`config.mk`:
```
export PLATFORM = sky130hd
export DESIGN_NAME = btf_top
export DESIGN_NICKNAME = d
export VERILOG_FILES = /design/src/btf_dimmer.v /design/src/btf_sync.v /design/src/btf_top.v
export VERILOG_INCLUDE_DIRS = /design/src /design/src/src
export SDC_FILE = /design/constraint.sdc
export NUM_CORES = 1
export LEC_CHECK = 0
export BUFFER_PORTS_ARGS = -buffer_cell sky130_fd_sc_hd__buf_2
export CAP_MARGIN = 40
export CORE_MARGIN = 1.5
export CORE_UTILIZATION = 30
export DETAILED_ROUTE_END_ITERATION = 6
export GPL_ROUTABILITY_DRIVEN = 1
export RECOVER_POWER = 25
export SLEW_MARGIN = 20
export SYNTH_ARGS = -nofsm -noshare
export SYNTH_HDL_FRONTEND = slang
export SYNTH_SLANG_ARGS = --single-unit
export TNS_END_PERCENT = 100
```
`constraint.sdc`:
```
create_clock -name pclk -period 3.1 [get_ports pclk]
set_clock_uncertainty 0.15 [all_clocks]
set_input_delay 0.155 -clock pclk [delete_from_list [all_inputs] [get_ports pclk]]
set_output_delay 0.155 -clock pclk [all_outputs]
set_load 0.1 [all_outputs]
```
`src/btf_regs.vh`:
```
// register offsets, field positions, reset values and counts for btf
`ifndef BTF_REGS_VH
`define BTF_REGS_VH

// apb byte offsets, one aligned word each
`define BTF_OFF_CTRL      12'h000
`define BTF_OFF_STATE     12'h004
`define BTF_OFF_ONOFF     12'h008
`define BTF_OFF_IRQ_STAT  12'h00C
`define BTF_OFF_IRQ_MASK  12'h010
`define BTF_OFF_HOLDER    12'h014

// ctrl fields
`define BTF_CTRL_FORCE_OFF 0

// state register fields
`define BTF_ST_BRIGHT_LSB  0
`define BTF_ST_SEL_LSB     8
`define BTF_ST_OTERR       12
`define BTF_ST_SHUTDOWN    13
`define BTF_ST_PREWARN     14
`define BTF_ST_REFSHORT    15

// interrupt status / mask bits
`define BTF_IRQ_OTERR      0
`define BTF_IRQ_PREWARN    1
`define BTF_IRQ_LATCH      2
`define BTF_IRQ_CAPTURE    3
`define BTF_IRQ_W          4

// serial frame: bit 16 chooses control latch (1) or on/off latch (0)
`define BTF_SHIFT_W        17
`define BTF_FRAME_SEL      16
`define BTF_CD_BRIGHT_LSB  0
`define BTF_CD_SEL_LSB     7

// status select codes
`define BTF_SEL_NONE       2'b00
`define BTF_SEL_OPEN       2'b01
`define BTF_SEL_SHORT      2'b10
`define BTF_SEL_REF        2'b11

// reset values
`define BTF_RST_BRIGHT     7'h7F
`define BTF_RST_SEL        2'b00
`define BTF_RST_ONOFF      16'h0000

// brightness scaling: duty is value over this full-scale count
`define BTF_BRIGHT_FULL    7'h7F

`endif

```
`src/btf_dimmer.v`:
```
// duty-cycle generator scaling all sinks by brightness over full scale
`include "btf_regs.vh"
module btf_dimmer #(
    parameter W = 7
) (
    input  wire         pclk,
    input  wire         presetn,
    input  wire [W-1:0] bright,
    output wire         dim_on
);

    reg  [W-1:0] cnt_ff;
    reg          on_ff;
    wire [W-1:0] nxt_cnt;

    // counter runs 0 .. full-1, so full scale is always on and 0 never on
    assign nxt_cnt = (cnt_ff == `BTF_BRIGHT_FULL - 7'h01) ? {W{1'b0}} :
                     cnt_ff + {{(W-1){1'b0}}, 1'b1};

    always @(posedge pclk or negedge presetn) begin
        if (!presetn) begin
            cnt_ff <= {W{1'b0}};
            on_ff  <= 1'b0;
        end else begin
            cnt_ff <= nxt_cnt;
            on_ff  <= (bright > cnt_ff);
        end
    end

    assign dim_on = on_ff;

endmodule // btf_dimmer

```
`src/btf_sync.v`:
```
// two-flop synchroniser for a bundle of asynchronous levels
module btf_sync #(
    parameter W = 1
) (
    input  wire         pclk,
    input  wire         presetn,
    input  wire [W-1:0] async_in,
    output wire [W-1:0] sync_out
);

    reg [W-1:0] meta_ff;
    reg [W-1:0] sync_ff;

    // first stage feeds only the second stage
    always @(posedge pclk or negedge presetn) begin
        if (!presetn) begin
            meta_ff <= {W{1'b0}};
            sync_ff <= {W{1'b0}};
        end else begin
            meta_ff <= async_in;
            sync_ff <= meta_ff;
        end
    end

    assign sync_out = sync_ff;

endmodule // btf_sync

```
`src/btf_top.v`:
```
// brightness, on/off latch, thermal flags and status readout with apb view
//
// The implementer's own choices: the APB register port and the placing of the registers.
`include "btf_regs.vh"

// Notes on behaviour
// - one 7-bit brightness value scales all sixteen sinks together.
// - sink current is maximum times brightness over 127, 128 steps.
// - brightness arrives serially into the control latch and is kept.
// - each sink follows its bit in the host-written on/off latch.
// - over-temperature forces all sinks off and open-detect bits to one.
// - when over-temperature clears, sinks follow the latched on/off data.
// - thermal error flag stays one until the next latch strobe.
// - pre-warning sets its flag and forces short-detect bits to one.
// - pre-warning never forces the sinks off.
// - pre-warning flag clears as soon as the warning input drops.
// - fault results are readable back over the serial interface.
// - readout is all ones for thermal, warning, ref short per select.
// - open-detect results captured into 16-bit holder on blank rise.
module btf_top #(
    parameter CH = 16,
    parameter BW = 7
) (
    input  wire          pclk,
    input  wire          presetn,
    input  wire          psel,
    input  wire          penable,
    input  wire          pwrite,
    input  wire [11:0]   paddr,
    input  wire [31:0]   pwdata,
    output wire [31:0]   prdata,
    output wire          pready,
    output wire          pslverr,
    input  wire          sclk,
    input  wire          sin,
    input  wire          latch_strobe,
    input  wire          blank,
    output wire          sout,
    input  wire          thermal_shutdown,
    input  wire          prewarn_in,
    input  wire          ref_short_in,
    input  wire [CH-1:0] open_cmp,
    input  wire [CH-1:0] short_cmp,
    output wire [CH-1:0] sink_output,
    output wire [BW-1:0] global_brightness,
    output wire          overtemp_error_flag,
    output wire          thermal_prewarning_flag,
    output wire          irq
);

    localparam SW = 7 + 2 * CH;

    // synchronised pin levels
    wire [SW-1:0] pins_sync;
    wire          sclk_s;
    wire          sin_s;
    wire          lat_s;
    wire          blank_s;
    wire          shut_s;
    wire          warn_s;
    wire          refs_s;
    wire [CH-1:0] open_s;
    wire [CH-1:0] short_s;

    // edge history of the serial pins
    reg           sclk_d_ff;
    reg           lat_d_ff;
    reg           blank_d_ff;
    wire          sclk_rise;
    wire          lat_rise;
    wire          blank_rise;

    // serial path and latches
    reg  [`BTF_SHIFT_W-1:0] shift_ff;
    reg  [`BTF_SHIFT_W-1:0] nxt_shift;
    reg  [CH-1:0]           onoff_ff;
    reg  [BW-1:0]           bright_ff;
    reg  [1:0]              sel_ff;
    reg  [CH-1:0]           holder_ff;
    reg  [CH-1:0]           nxt_holder;
    reg                     sout_ff;

    // flags and outputs
    reg           oterr_ff;
    reg           warn_ff;
    reg  [CH-1:0] sink_ff;
    wire [CH-1:0] open_bits;
    wire [CH-1:0] short_bits;
    wire          dim_on;

    // apb side
    reg                   force_off_ff;
    reg  [`BTF_IRQ_W-1:0] irq_stat_ff;
    reg  [`BTF_IRQ_W-1:0] irq_mask_ff;
    reg  [`BTF_IRQ_W-1:0] nxt_irq_stat;
    reg  [`BTF_IRQ_W-1:0] irq_ev;
    reg                   irq_ff;
    reg                   pready_ff;
    reg                   pslverr_ff;
    reg  [31:0]           prdata_ff;
    reg  [31:0]           nxt_prdata;
    reg                   nxt_err;
    reg                   warn_d_ff;
    wire                  apb_take;
    wire                  apb_wr;

    // every pin from outside except the apb bus passes two flops before use
    btf_sync #(
        .W (SW)
    ) u_sync (
        .pclk     (pclk),
        .presetn  (presetn),
        .async_in ({short_cmp, open_cmp, ref_short_in, prewarn_in,
                    thermal_shutdown, blank, latch_strobe, sin, sclk}),
        .sync_out (pins_sync)
    );

    assign sclk_s  = pins_sync[0];
    assign sin_s   = pins_sync[1];
    assign lat_s   = pins_sync[2];
    assign blank_s = pins_sync[3];
    assign shut_s  = pins_sync[4];
    assign warn_s  = pins_sync[5];
    assign refs_s  = pins_sync[6];
    assign open_s  = pins_sync[7 +: CH];
    assign short_s = pins_sync[7 + CH +: CH];

    // edges are found on synchronised copies only
    always @(posedge pclk or negedge presetn) begin
        if (!presetn) begin
            sclk_d_ff  <= 1'b0;
            lat_d_ff   <= 1'b0;
            blank_d_ff <= 1'b0;
        end else begin
            sclk_d_ff  <= sclk_s;
            lat_d_ff   <= lat_s;
            blank_d_ff <= blank_s;
        end
    end

    assign sclk_rise  = sclk_s & ~sclk_d_ff;
    assign lat_rise   = lat_s & ~lat_d_ff;
    assign blank_rise = blank_s & ~blank_d_ff;

    // shared duty generator: current ratio is brightness over full scale
    btf_dimmer #(
        .W (BW)
    ) u_dim (
        .pclk    (pclk),
        .presetn (presetn),
        .bright  (bright_ff),
        .dim_on  (dim_on)
    );

    // detect data valid only for sinks that are programmed on;
    // thermal conditions overwrite the whole group
    assign open_bits  = shut_s ? {CH{1'b1}} : (open_s & onoff_ff);
    assign short_bits = warn_s ? {CH{1'b1}} : (short_s & onoff_ff);

    // shift on sclk rise; a latch strobe reloads the readout afterwards
    always @* begin
        nxt_shift = shift_ff;
        if (lat_rise) begin
            nxt_shift = {holder_ff, 1'b0};
        end else if (sclk_rise) begin
            nxt_shift = {shift_ff[`BTF_SHIFT_W-2:0], sin_s};
        end
    end

    // holder content per select, thermal and ref short give all ones
    always @* begin
        nxt_holder = holder_ff;
        if (blank_rise) begin
            case (sel_ff)
                `BTF_SEL_OPEN: begin
                    nxt_holder = oterr_ff ? {CH{1'b1}} : open_bits;
                end
                `BTF_SEL_SHORT: begin
                    nxt_holder = warn_ff ? {CH{1'b1}} : short_bits;
                end
                `BTF_SEL_REF: begin
                    nxt_holder = refs_s ? {CH{1'b1}} : {CH{1'b0}};
                end
                default: begin
                    nxt_holder = {CH{1'b0}};
                end
            endcase
        end
    end

    // latches load from the frame on the strobe edge
    always @(posedge pclk or negedge presetn) begin
        if (!presetn) begin
            shift_ff  <= {`BTF_SHIFT_W{1'b0}};
            onoff_ff  <= `BTF_RST_ONOFF;
            bright_ff <= `BTF_RST_BRIGHT;
            sel_ff    <= `BTF_RST_SEL;
            holder_ff <= {CH{1'b0}};
            sout_ff   <= 1'b0;
        end else begin
            shift_ff  <= nxt_shift;
            holder_ff <= nxt_holder;
            sout_ff   <= nxt_shift[`BTF_SHIFT_W-1];
            if (lat_rise) begin
                if (shift_ff[`BTF_FRAME_SEL]) begin
                    bright_ff <= shift_ff[`BTF_CD_BRIGHT_LSB +: BW];
                    sel_ff    <= shift_ff[`BTF_CD_SEL_LSB +: 2];
                end else begin
                    onoff_ff  <= shift_ff[CH-1:0];
                end
            end
        end
    end

    // thermal error: set while hot, held until a strobe; set wins
    always @(posedge pclk or negedge presetn) begin
        if (!presetn) begin
            oterr_ff <= 1'b0;
        end else if (shut_s) begin
            oterr_ff <= 1'b1;
        end else if (lat_rise) begin
            oterr_ff <= 1'b0;
        end
    end

    // pre-warning follows its input without latching
    always @(posedge pclk or negedge presetn) begin
        if (!presetn) begin
            warn_ff   <= 1'b0;
            warn_d_ff <= 1'b0;
        end else begin
            warn_ff   <= warn_s;
            warn_d_ff <= warn_ff;
        end
    end

    // sinks: shutdown, ref short, blank or software force turn all off;
    // pre-warning deliberately absent so a warm part keeps running
    always @(posedge pclk or negedge presetn) begin
        if (!presetn) begin
            sink_ff <= {CH{1'b0}};
        end else if (shut_s | refs_s | blank_s | force_off_ff) begin
            sink_ff <= {CH{1'b0}};
        end else begin
            sink_ff <= onoff_ff & {CH{dim_on}};
        end
    end

    // apb: one wait state so read data come from a flop
    assign apb_take = psel & penable & pready_ff;
    assign apb_wr   = apb_take & pwrite & ~pslverr_ff;

    // read mux and decode of unmapped offsets
    always @* begin
        nxt_prdata = 32'h0000_0000;
        nxt_err    = 1'b0;
        case (paddr)
            `BTF_OFF_CTRL: begin
                nxt_prdata[`BTF_CTRL_FORCE_OFF] = force_off_ff;
            end
            `BTF_OFF_STATE: begin
                nxt_prdata[`BTF_ST_BRIGHT_LSB +: BW] = bright_ff;
                nxt_prdata[`BTF_ST_SEL_LSB +: 2]     = sel_ff;
                nxt_prdata[`BTF_ST_OTERR]            = oterr_ff;
                nxt_prdata[`BTF_ST_SHUTDOWN]         = shut_s;
                nxt_prdata[`BTF_ST_PREWARN]          = warn_ff;
                nxt_prdata[`BTF_ST_REFSHORT]         = refs_s;
            end
            `BTF_OFF_ONOFF: begin
                nxt_prdata[CH-1:0] = onoff_ff;
            end
            `BTF_OFF_IRQ_STAT: begin
                nxt_prdata[`BTF_IRQ_W-1:0] = irq_stat_ff;
            end
            `BTF_OFF_IRQ_MASK: begin
                nxt_prdata[`BTF_IRQ_W-1:0] = irq_mask_ff;
            end
            `BTF_OFF_HOLDER: begin
                nxt_prdata[CH-1:0] = holder_ff;
            end
            default: begin
                nxt_err = 1'b1;
            end
        endcase
    end

    // access phase answer, held one cycle then released
    always @(posedge pclk or negedge presetn) begin
        if (!presetn) begin
            pready_ff  <= 1'b0;
            pslverr_ff <= 1'b0;
            prdata_ff  <= 32'h0000_0000;
        end else begin
            pready_ff  <= psel & penable & ~pready_ff;
            pslverr_ff <= psel & penable & ~pready_ff & nxt_err;
            if (psel & penable & ~pready_ff & ~pwrite) begin
                prdata_ff <= nxt_prdata;
            end
        end
    end

    // software control and mask writes
    always @(posedge pclk or negedge presetn) begin
        if (!presetn) begin
            force_off_ff <= 1'b0;
            irq_mask_ff  <= {`BTF_IRQ_W{1'b0}};
        end else if (apb_wr) begin
            if (paddr == `BTF_OFF_CTRL) begin
                force_off_ff <= pwdata[`BTF_CTRL_FORCE_OFF];
            end
            if (paddr == `BTF_OFF_IRQ_MASK) begin
                irq_mask_ff <= pwdata[`BTF_IRQ_W-1:0];
            end
        end
    end

    // events: thermal error rise, warning rise, strobe, holder capture
    always @* begin
        irq_ev = {`BTF_IRQ_W{1'b0}};
        irq_ev[`BTF_IRQ_OTERR]   = shut_s & ~oterr_ff;
        irq_ev[`BTF_IRQ_PREWARN] = warn_ff & ~warn_d_ff;
        irq_ev[`BTF_IRQ_LATCH]   = lat_rise;
        irq_ev[`BTF_IRQ_CAPTURE] = blank_rise;
        nxt_irq_stat = irq_stat_ff;
        if (apb_wr && (paddr == `BTF_OFF_IRQ_STAT)) begin
            nxt_irq_stat = irq_stat_ff & ~pwdata[`BTF_IRQ_W-1:0];
        end
        // an event in the clearing cycle must not be lost
        nxt_irq_stat = nxt_irq_stat | irq_ev;
    end

    // sticky status and registered level interrupt
    always @(posedge pclk or negedge presetn) begin
        if (!presetn) begin
            irq_stat_ff <= {`BTF_IRQ_W{1'b0}};
            irq_ff      <= 1'b0;
        end else begin
            irq_stat_ff <= nxt_irq_stat;
            irq_ff      <= |(nxt_irq_stat & irq_mask_ff);
        end
    end

    assign prdata                  = prdata_ff;
    assign pready                  = pready_ff;
    assign pslverr                 = pslverr_ff;
    assign sout                    = sout_ff;
    assign sink_output             = sink_ff;
    assign global_brightness       = bright_ff;
    assign overtemp_error_flag     = oterr_ff;
    assign thermal_prewarning_flag = warn_ff;
    assign irq                     = irq_ff;

endmodule // btf_top
```
### Yosys cells after proc, flatten, opt, wreduce, memory -nomap -nowiden

Index checks and enable logic that the tools add are counted.

* memories kept: 0
* flip-flop bits (word level): 194
* input port bits: 88
* memory bits (read-only): 0
* memory bits (writable): 0
* latch bits: 0
* output and inout bits: 61

* multiplexer cells: 21
* bitwise operators: 31
* equal/unequal tests: 9
* reduce and logical (&&, ||, !) cells: 10
* $mul: 0
* add/sub/neg operators: 1
* div/mod/pow operators: 0
* order comparisons: 1
* shift-type cells: 0

Operators with widths (count)
* 16-bit 2-to-1 mux: 6
* 16-bit bitwise AND: 3
* 16-bit one-hot mux with 3 select lines: 1
* 17-bit 2-to-1 mux: 2
* 12-bit by 4-bit equality test with 1-bit output (second input constant): 2
* 12-bit by 5-bit equality test with 1-bit output (second input constant): 2
* 3-bit one-hot mux with 5 select lines: 1
* 1-bit bitwise AND: 12
* 12-bit by 3-bit equality test with 1-bit output (second input constant): 1
* 12-bit logical NOT: 1
* 4-bit one-hot mux with 3 select lines: 1
* 1-bit NOT: 9
* 3-bit one-hot mux with 3 select lines: 1
* 4-bit bitwise AND: 2
* 2-bit AND reduction: 4
* 7-bit by 1-bit adder with 7-bit output (second input constant): 1
* 7-bit equality test (second input constant): 1
* 7-bit greater-than comparator: 1
* 7-bit 2-to-1 mux: 1
* 1-bit one-hot mux with 6 select lines: 1
* 2-bit one-hot mux with 3 select lines: 1
* 6-bit OR reduction: 1
* 2-bit equality test (second input constant): 2
* 4-bit 2-to-1 mux: 1
* other kinds (10): 15

### Logic depth before layout (Yosys ltp)

Gate-level depths: netlist of the first run.

* depth in word-level cells: 9
* depth in mapped cells: 6

### Hierarchy

Synthesis of the first run repeated with hierarchy kept, for this count alone.

* cells, all modules: 655
* area, all modules: 7694.9 µm²

Modules (own cells, without submodules)
* btf_top: area an instance 5222.5 µm², cells each 520, instances 1
* btf_sync: area an instance 1951.9 µm², cells each 78, instances 1
* btf_dimmer: area an instance 520.5 µm², cells each 57, instances 1

### Worst setup path after synthesis of the first run

No wires, ideal clock.

* path type: register -> register
* from: register pready_ff (netlist: pready)
* to: register irq_ff (netlist: irq)
* period minus slack after synthesis: 2394 ps
* setup time: 139 ps
* path buffers: 0
* cell stages (with the launch flop): 5
* data arrival time: 2106 ps
* slack: 706 ps
* path through: dfrtp_1 -> nand2_1 -> nor3_2 -> a41oi_1 -> or4_1

* word-level cells in the longest chain between the ends: 8

Ends and longest elaborated chain
* from (decl): RTL line btf_top.v:98 `reg pready_ff;`
* from (signal assigned): RTL line btf_top.v:294 `pready_ff <= psel & penable & ~pready_ff;`
* 1-bit bitwise AND: RTL line btf_top.v:250 `assign apb_take = psel & penable & pready_ff;`
* 1-bit bitwise AND (2 in series): RTL line btf_top.v:251 `assign apb_wr = apb_take & pwrite & ~pslverr_ff;`
* 1-bit logical AND: RTL line btf_top.v:325 `` if (apb_wr && (paddr == `BTF_OFF_IRQ_STAT)) begin ``
* 4-bit 2-to-1 mux: RTL line btf_top.v:325
* 4-bit OR: RTL line btf_top.v:329 `nxt_irq_stat = nxt_irq_stat | irq_ev;`
* 4-bit bitwise AND: RTL line btf_top.v:339 `irq_ff <= |(nxt_irq_stat & irq_mask_ff);`
* 4-bit OR reduction: RTL line btf_top.v:339
* to (signal assigned): RTL line btf_top.v:339
* to (decl): RTL line btf_top.v:97 `reg irq_ff;`

Every way passes these cells.
A chain may end at the register's enable or synchronous reset.

### Worst setup path after layout of the first run

* from: input port paddr[4]
* to: register irq_ff (netlist: irq)

* word-level cells in the longest chain between the ends: 6

Ends and longest elaborated chain
* from (decl): RTL line btf_top.v:29 `input wire [11:0] paddr,`
* 12-bit by 4-bit equality test with 1-bit output
* 1-bit logical AND: RTL line btf_top.v:325
* 4-bit 2-to-1 mux: RTL line btf_top.v:325
* 4-bit OR: RTL line btf_top.v:329
* 4-bit bitwise AND: RTL line btf_top.v:339
* 4-bit OR reduction: RTL line btf_top.v:339

Every way passes these cells.

==> results of run 1 <==
-- cells in the mapped netlist, types with 9 or more instances --
library cell	instances	area, sq um
dfrtp_1	187	4680
nand2_1	80	300
o21ai_0	47	235
a21oi_1	35	175
mux2_2	33	372
clkbuf_1	27	101
nor2_1	22	82.6
mux2i_1	20	200
nor3_1	18	90.1
and2_1	17	106
buf_4	16	120
a22oi_1	12	90.1
nor2b_1	11	68.8
inv_1	10	37.5
a2bb2oi_1	9	78.8
ha_1	9	113
nand3_1	9	45.0
-- metrics by stage --
stage	setup slack (ns)	util, %
global placement	0.735	34.0
global route	0.864	38.2
detailed placement	0.706	34.0
CTS	0.973	38.2
finish	0.927	38.2
floorplan	0.706	-
-- where the power goes --
| group | leakage [nW] | internal [mW] | switching, mW |
|---|---|---|---|
| Combinational | 1.64 | 0.121 | 0.324 |
| Clock | 0.283 | 1.07 | 1.03 |
| Sequential | 2.44 | 2.60 | 0.0429 |
| Total | 4.36 | 3.80 | 1.40 |
-- state kept, by name, indices dropped and copies added, names as in the netlist, 2 cells and up --
name / flops
global_brightness: 7
irq_stat_ff: 4
sink_output: 16
shift_ff: 17
holder_ff: 16
onoff_ff: 16
u_dim.cnt_ff: 7
u_sync.sync_out: 39
sel_ff: 2
irq_mask_ff: 4
u_sync.meta_ff: 39
prdata: 16
-- tightest hold or removal path, cell delays in order --
cell,delay [ns]
buf_2,0.15
nor4_1,0.10
a21boi_0,0.15
-- worst max path at each step --
stage	from	end	slack [ns]	depth (start not counted)
after global routing	paddr[4]	irq$_DFF_PN0_	0.86	6
after global placement	paddr[9]	irq$_DFF_PN0_	0.73	5
after detailed placement	paddr[9]	irq$_DFF_PN0_	0.71	5
after CTS	paddr[4]	irq$_DFF_PN0_	0.97	6
final	paddr[4]	irq$_DFF_PN0_	0.93	6
after floorplan	pready$_DFF_PN0_	irq$_DFF_PN0_	0.71	4
-- cells by family after synthesis --
kind of cell    Yosys count
simple gates            186
xor+xnor                  4
fa+ha+maj                 9
buf+inv                  56
mux                      53
flops                   194
other cells               1
compound gates          131
-- layer usage --
layer | GRT usage, % | routed length, um | up-vias
li1 | - | - | 2472
met1 | 20.2 | 8680 | 2506
met2 | 22.1 | 8310 | 155
met3 | 2.96 | 964 | 16
met4 | 4.17 | 243 | 0
met5 | 0 | 0 | -
-- area by class of cell --
cell class              count  area, sq um
fillers                  2497        15400
flip-flops and latches    194         4860
multi-input cells         399         2510
repair buffers            166         1140
clock buffers              18          429
well taps                 330          413
clock inverters            14          140
inverters                  10         37.5
==> results.md, run 1 <==
- Outcome: completed
- Number of antenna diodes: 0
- Mux contribution to synthesized area: 7.54%
- Total power: 5.20 mW
- CTS buffer count: 17
- PortBufs: 104
- Synth Area in Adders: 1.49%
- Reg2reg path depth: 4
- Post-route DRC: 0
- Via count: 5149
- Gate Count Post-Synth: 634
- Min-Delay Path Depth: 3
- Post-CTS Setup Bufs: 0
- CTS Root Buffer Type: clkbuf_16
- Placed Area: 8490 sq um
- Final nets: 885
- Unique cell type count in the Yosys netlist: 50
- Largest family of logic cells by synthesized area: simple AND/OR/NAND/NOR gates
- Area Growth Syn to Fin: 25.7%
- Gr usage total: 14.3%
- Commonest non-fill, non-tap cell in the layout: dfrtp_1
- Row Count: 58
- Max-slew headroom: 41.7%
- Fmax: 460 MHz
- Min Hold Slack: 0.0281 ns
- Most frequent cells in the layout: dfrtp_1 (187), buf_2 (101), nand2_1 (80), dlygate4sd3_1 (48), o21ai_0 (46)
- Worst-path cell chain: dlygate4sd3_1 -> buf_2 -> nand2b_1 -> nor4_4 -> a41oi_1 -> or4_1
- Hold Path Origin: paddr[1]
- Number of synthesized flops with an enable pin: 0
- Die ar.: 26200 sq um
- Placed cells: 1051
- DRT iter0 DRCs: 271
- CP delay by family, top: simple AND/OR/NAND/NOR gates
- Synth Area in XOR/XNOR: 0.462%
- Total number of clock tree sinks: 194
- H-tree depth: 4
- Max IR drop VDD: 0.344 mV
- Avg Cell Area, Syn: 12.0 sq um
- 1st-pass router iterations: 4
- P per Cell Area: 545 nW/um^2
- Post-Syn Area: 7580 sq um
- Antenna Nets Post-Route: 0
- Flop2flop setup slack: 1.04 ns
- Non-filler cells, final: 1131
- Worst Hold Endpoint: pslverr$_DFF_PN0_
- Slowest cell on crit path: dlygate4sd3_1
- Number of global-route vias before repair: 5222
- Crit Path Max Fanout: 13
- Critical path's largest stage delay: 0.55 ns
- Setup TNS: 0 ns
- Max Cap Viol: 0
- Worst path bufs/invs: 2
- Share of layout cells above drive strength 1: 24.6%
- Clock buffer depth: 2
- GPL Wtd Cong: 0.779
- Share of flip-flops with an asynchronous set or reset: 100%
- Synth Register Bits: 194
- CTS tree: yes
- Setup CP Type: input port to register
- CP required: 3.25 ns
- Min-delay worst type: input port to register
- Reg2reg end: irq_mask_ff[3]$_DFFE_PN0P_
- Final Cycle Share: 70.1%
- Die X-Extent: 162 um
- RSZ-0062 raised after global routing: no
- Leak Pwr: 4.36 nW
- Complex-gate fraction of the synthesized area: 10.4%
- Fin crit period: 2.17 ns
- Initial antenna violation count: 0
- Initial core utilization: 30.4%
- Drt total wl: 18.2 mm
- Warnings, synthesis: 0
- Worst slew pin tran: 0.871 ns
- WP data arrival: 2.32 ns
- Vias/cell: 4.55
- Final Instance Area: 9530 sq um
- # IOs: 149
- Drt wl/cell: 16.1 um
- Global route total overflow: 0
- R2R Path Start: pready$_DFF_PN0_
- Post-Synth Simple-Gate Area: 12.2%
- Largest net degree at the start of global routing: 82
- Seq/Total Area, Yosys: 64.1%
- Clk_lat worst skew: 0.43 ns
- Setup-failing EPs final: 0
- CORE AREA: 25000 sq um
- Die Y-Extent: 162 um
- Hold Fails Final Rpt: 0
- Primary FF master, synth: dfrtp_1
- CTS resizes: 0
- Post-DP HPWL: 12.9 mm
- Slew Limit Fails: 0
- Reg clk slew, reported paths: 0.07 ns
- CP startpoint kind: input port
- First-pass GRT wire length: 28.7 mm
- Critical path endpoint category: register
- Hold-fix buffers, CTS: 48
No activity file was read; power rests on OpenSTA's default activity.
==> inputs of run 2 (changes only) <==
==> constraint.sdc (replaced) <==
create_clock -name pclk -period 2.15 [get_ports pclk]
set_clock_uncertainty 0.15 [all_clocks]
set_input_delay 0.1075 -clock pclk [delete_from_list [all_inputs] [get_ports pclk]]
set_output_delay 0.1075 -clock pclk [all_outputs]
set_load 0.1 [all_outputs]
==> results.md, run 2 (synthesis gave the netlist of run 1 again) <==
- Outcome: completed
- Max IR drop VDD: 0.460 mV
- Setup CP Type: input port to register
- Max-slew headroom: 55.4%
- Sw frac: 26.2%
- Area Growth Syn to Fin: 26.9%
- Setup-failing EPs final: 0
- Slew Limit Fails: 0
- Via count: 5192
- # IOs: 149
- CTS resizes: 0
- Number of antenna diodes: 0
- Final worst slack: 0.152 ns
- Reg clk slew, reported paths: 0.07 ns
- PortBufs: 104
- Total number of clock tree sinks: 194
- Final nets: 895
- Drt total wl: 18.0 mm
- Combinational share of power: 8.7%
- GR met1 Demand/Resource: 19.8%
- Die Y-Extent: 162 um
- GPL Wtd Cong: 0.820
- Final core utilization: 38.5%
- Row Count: 58
- Psw: 1.96 mW
- Final Cycle Share: 92.9%
- Pre-CTS setup slack: -0.0409 ns
- CTS tree: yes
- Internal power: 5.52 mW
- Post-DP HPWL: 13.0 mm
- Hold-fix buffers, CTS: 48
- Post-route DRC: 0
- Vias/cell: 4.55
- Share of layout cells above drive strength 1: 26.0%
- CP startpoint kind: input port
- P per Cell Area: 777 nW/um^2
- Largest net degree at the start of global routing: 65
- Die ar.: 26200 sq um
- Gr usage total: 14.4%
- Min-delay worst type: input port to register
- Clock buffer depth: 2
- Max Cap Viol: 0
- Post-CTS Setup Bufs: 0
- R2R Path Start: force_off_ff$_DFFE_PN0P_
- Drt wl/cell: 15.8 um
- WP data arrival: 2.16 ns
- CTS Root Buffer Type: clkbuf_16
- Commonest non-fill, non-tap cell in the layout: dfrtp_1
- Fmax: 500 MHz
- Clk_lat worst skew: 0.44 ns
- CP required: 2.31 ns
- 1st-pass router iterations: 5
- GRT Max-Usage Layer: met2
- CORE AREA: 25000 sq um
- Fin crit period: 2.00 ns
- Worst slew pin tran: 0.668 ns
- Die X-Extent: 162 um
- CTS buffer count: 17
- Initial core utilization: 30.4%
- Crit Path Max Fanout: 13
- Crit path from: paddr[4]
- Number of global-route vias before repair: 5220
- RSZ-0062 raised after global routing: no
- Antenna Nets Post-Route: 0
- DRT iter0 DRCs: 273
- Total power: 7.48 mW
- Reg power frac: 51.1%
- Clk pwr share: 40.2%
- First-pass GRT wire length: 28.7 mm
- Critical path endpoint category: register
- Setup TNS: 0 ns
- Hold Path Origin: pwrite
- Most frequent cells in the layout: dfrtp_1 (185), buf_2 (101), nand2_1 (80), dlygate4sd3_1 (48), o21ai_0 (47)
- Global route total overflow: 0
- Leak Pwr: 4.40 nW
- Initial antenna violation count: 0
- Hold Fails Final Rpt: 0
- GR Util met3: 2.55%
- GRT met2 Usage: 22.8%
- H-tree depth: 4
run 2: changes by cell type in the layout (fill, tap and decap cells not counted), sizes merged:
cell	before	now
buf	115	126
clkinv	5	6
inv	19	17
run 2: critical path, cell delays in order:
cell	delay [ns]
dlygate4sd3_1	0.55
buf_2	0.21
nand2b_1	0.21
nor4_4	0.37
a41oi_1	0.18
or4_1	0.52
run 2: area by class of cell:
| type | instances | area (sq um) |
|---|---|---|
| clock buffers | 19 | 453 |
| clock inverters | 13 | 116 |
| fillers | 2529 | 15300 |
| inverters | 10 | 37.5 |
| multi-input cells | 399 | 2520 |
| flip-flops and latches | 194 | 4870 |
| well taps | 330 | 413 |
| repair buffers | 176 | 1210 |
run 2: final timing paths:
check | endpoint | slack (ns) | cells after the start
setup / recovery | irq$_DFF_PN0_ | 0.15 | 6
hold / removal | prdata[10]$_DFFE_PN0P_ | 0.02 | 5
setup reg to reg | prdata[0]$_DFFE_PN0P_ | 0.32 | 4
hold reg to reg | u_sync.sync_out[13]$_DFF_PN0_ | 0.20 | 0
max in group asynchronous | global_brightness[5]$_DFFE_PN1P_ | 1.02 | 3
min in group asynchronous | prdata[2]$_DFFE_PN0P_ | 0.05 | 2
run 2: power by group through the flow:
stage / clock network [mW] / registers, mW / logic (mW)
3_5_place_dp: 0 / 3.89 / 0.594
2_1_floorplan: 0 / 4.00 / 0.264
5_1_grt: 3.25 / 3.83 / 0.700
4_1_cts: 3.10 / 3.82 / 0.660
3_3_place_gp: 0 / 3.89 / 0.587
6_report: 3.01 / 3.82 / 0.650
run 2: through the flow:
stage	std cells	area (sq um)	hold WS [ns]
floorplan	649	7650	-0.338
global placement	1061	8570	-0.0469
detailed placement	1061	8570	-0.0447
global route	1141	9620	0.0412
CTS	1141	9620	0.0142
finish	1141	9620	0.0185
run 2: per-layer routing:
layer | up-vias | part of all wire [%]
met3 | 24 | 4.0
met5 | - | 0
li1 | 2491 | -
met2 | 129 | 47
met4 | 0 | 2.0
met1 | 2548 | 47
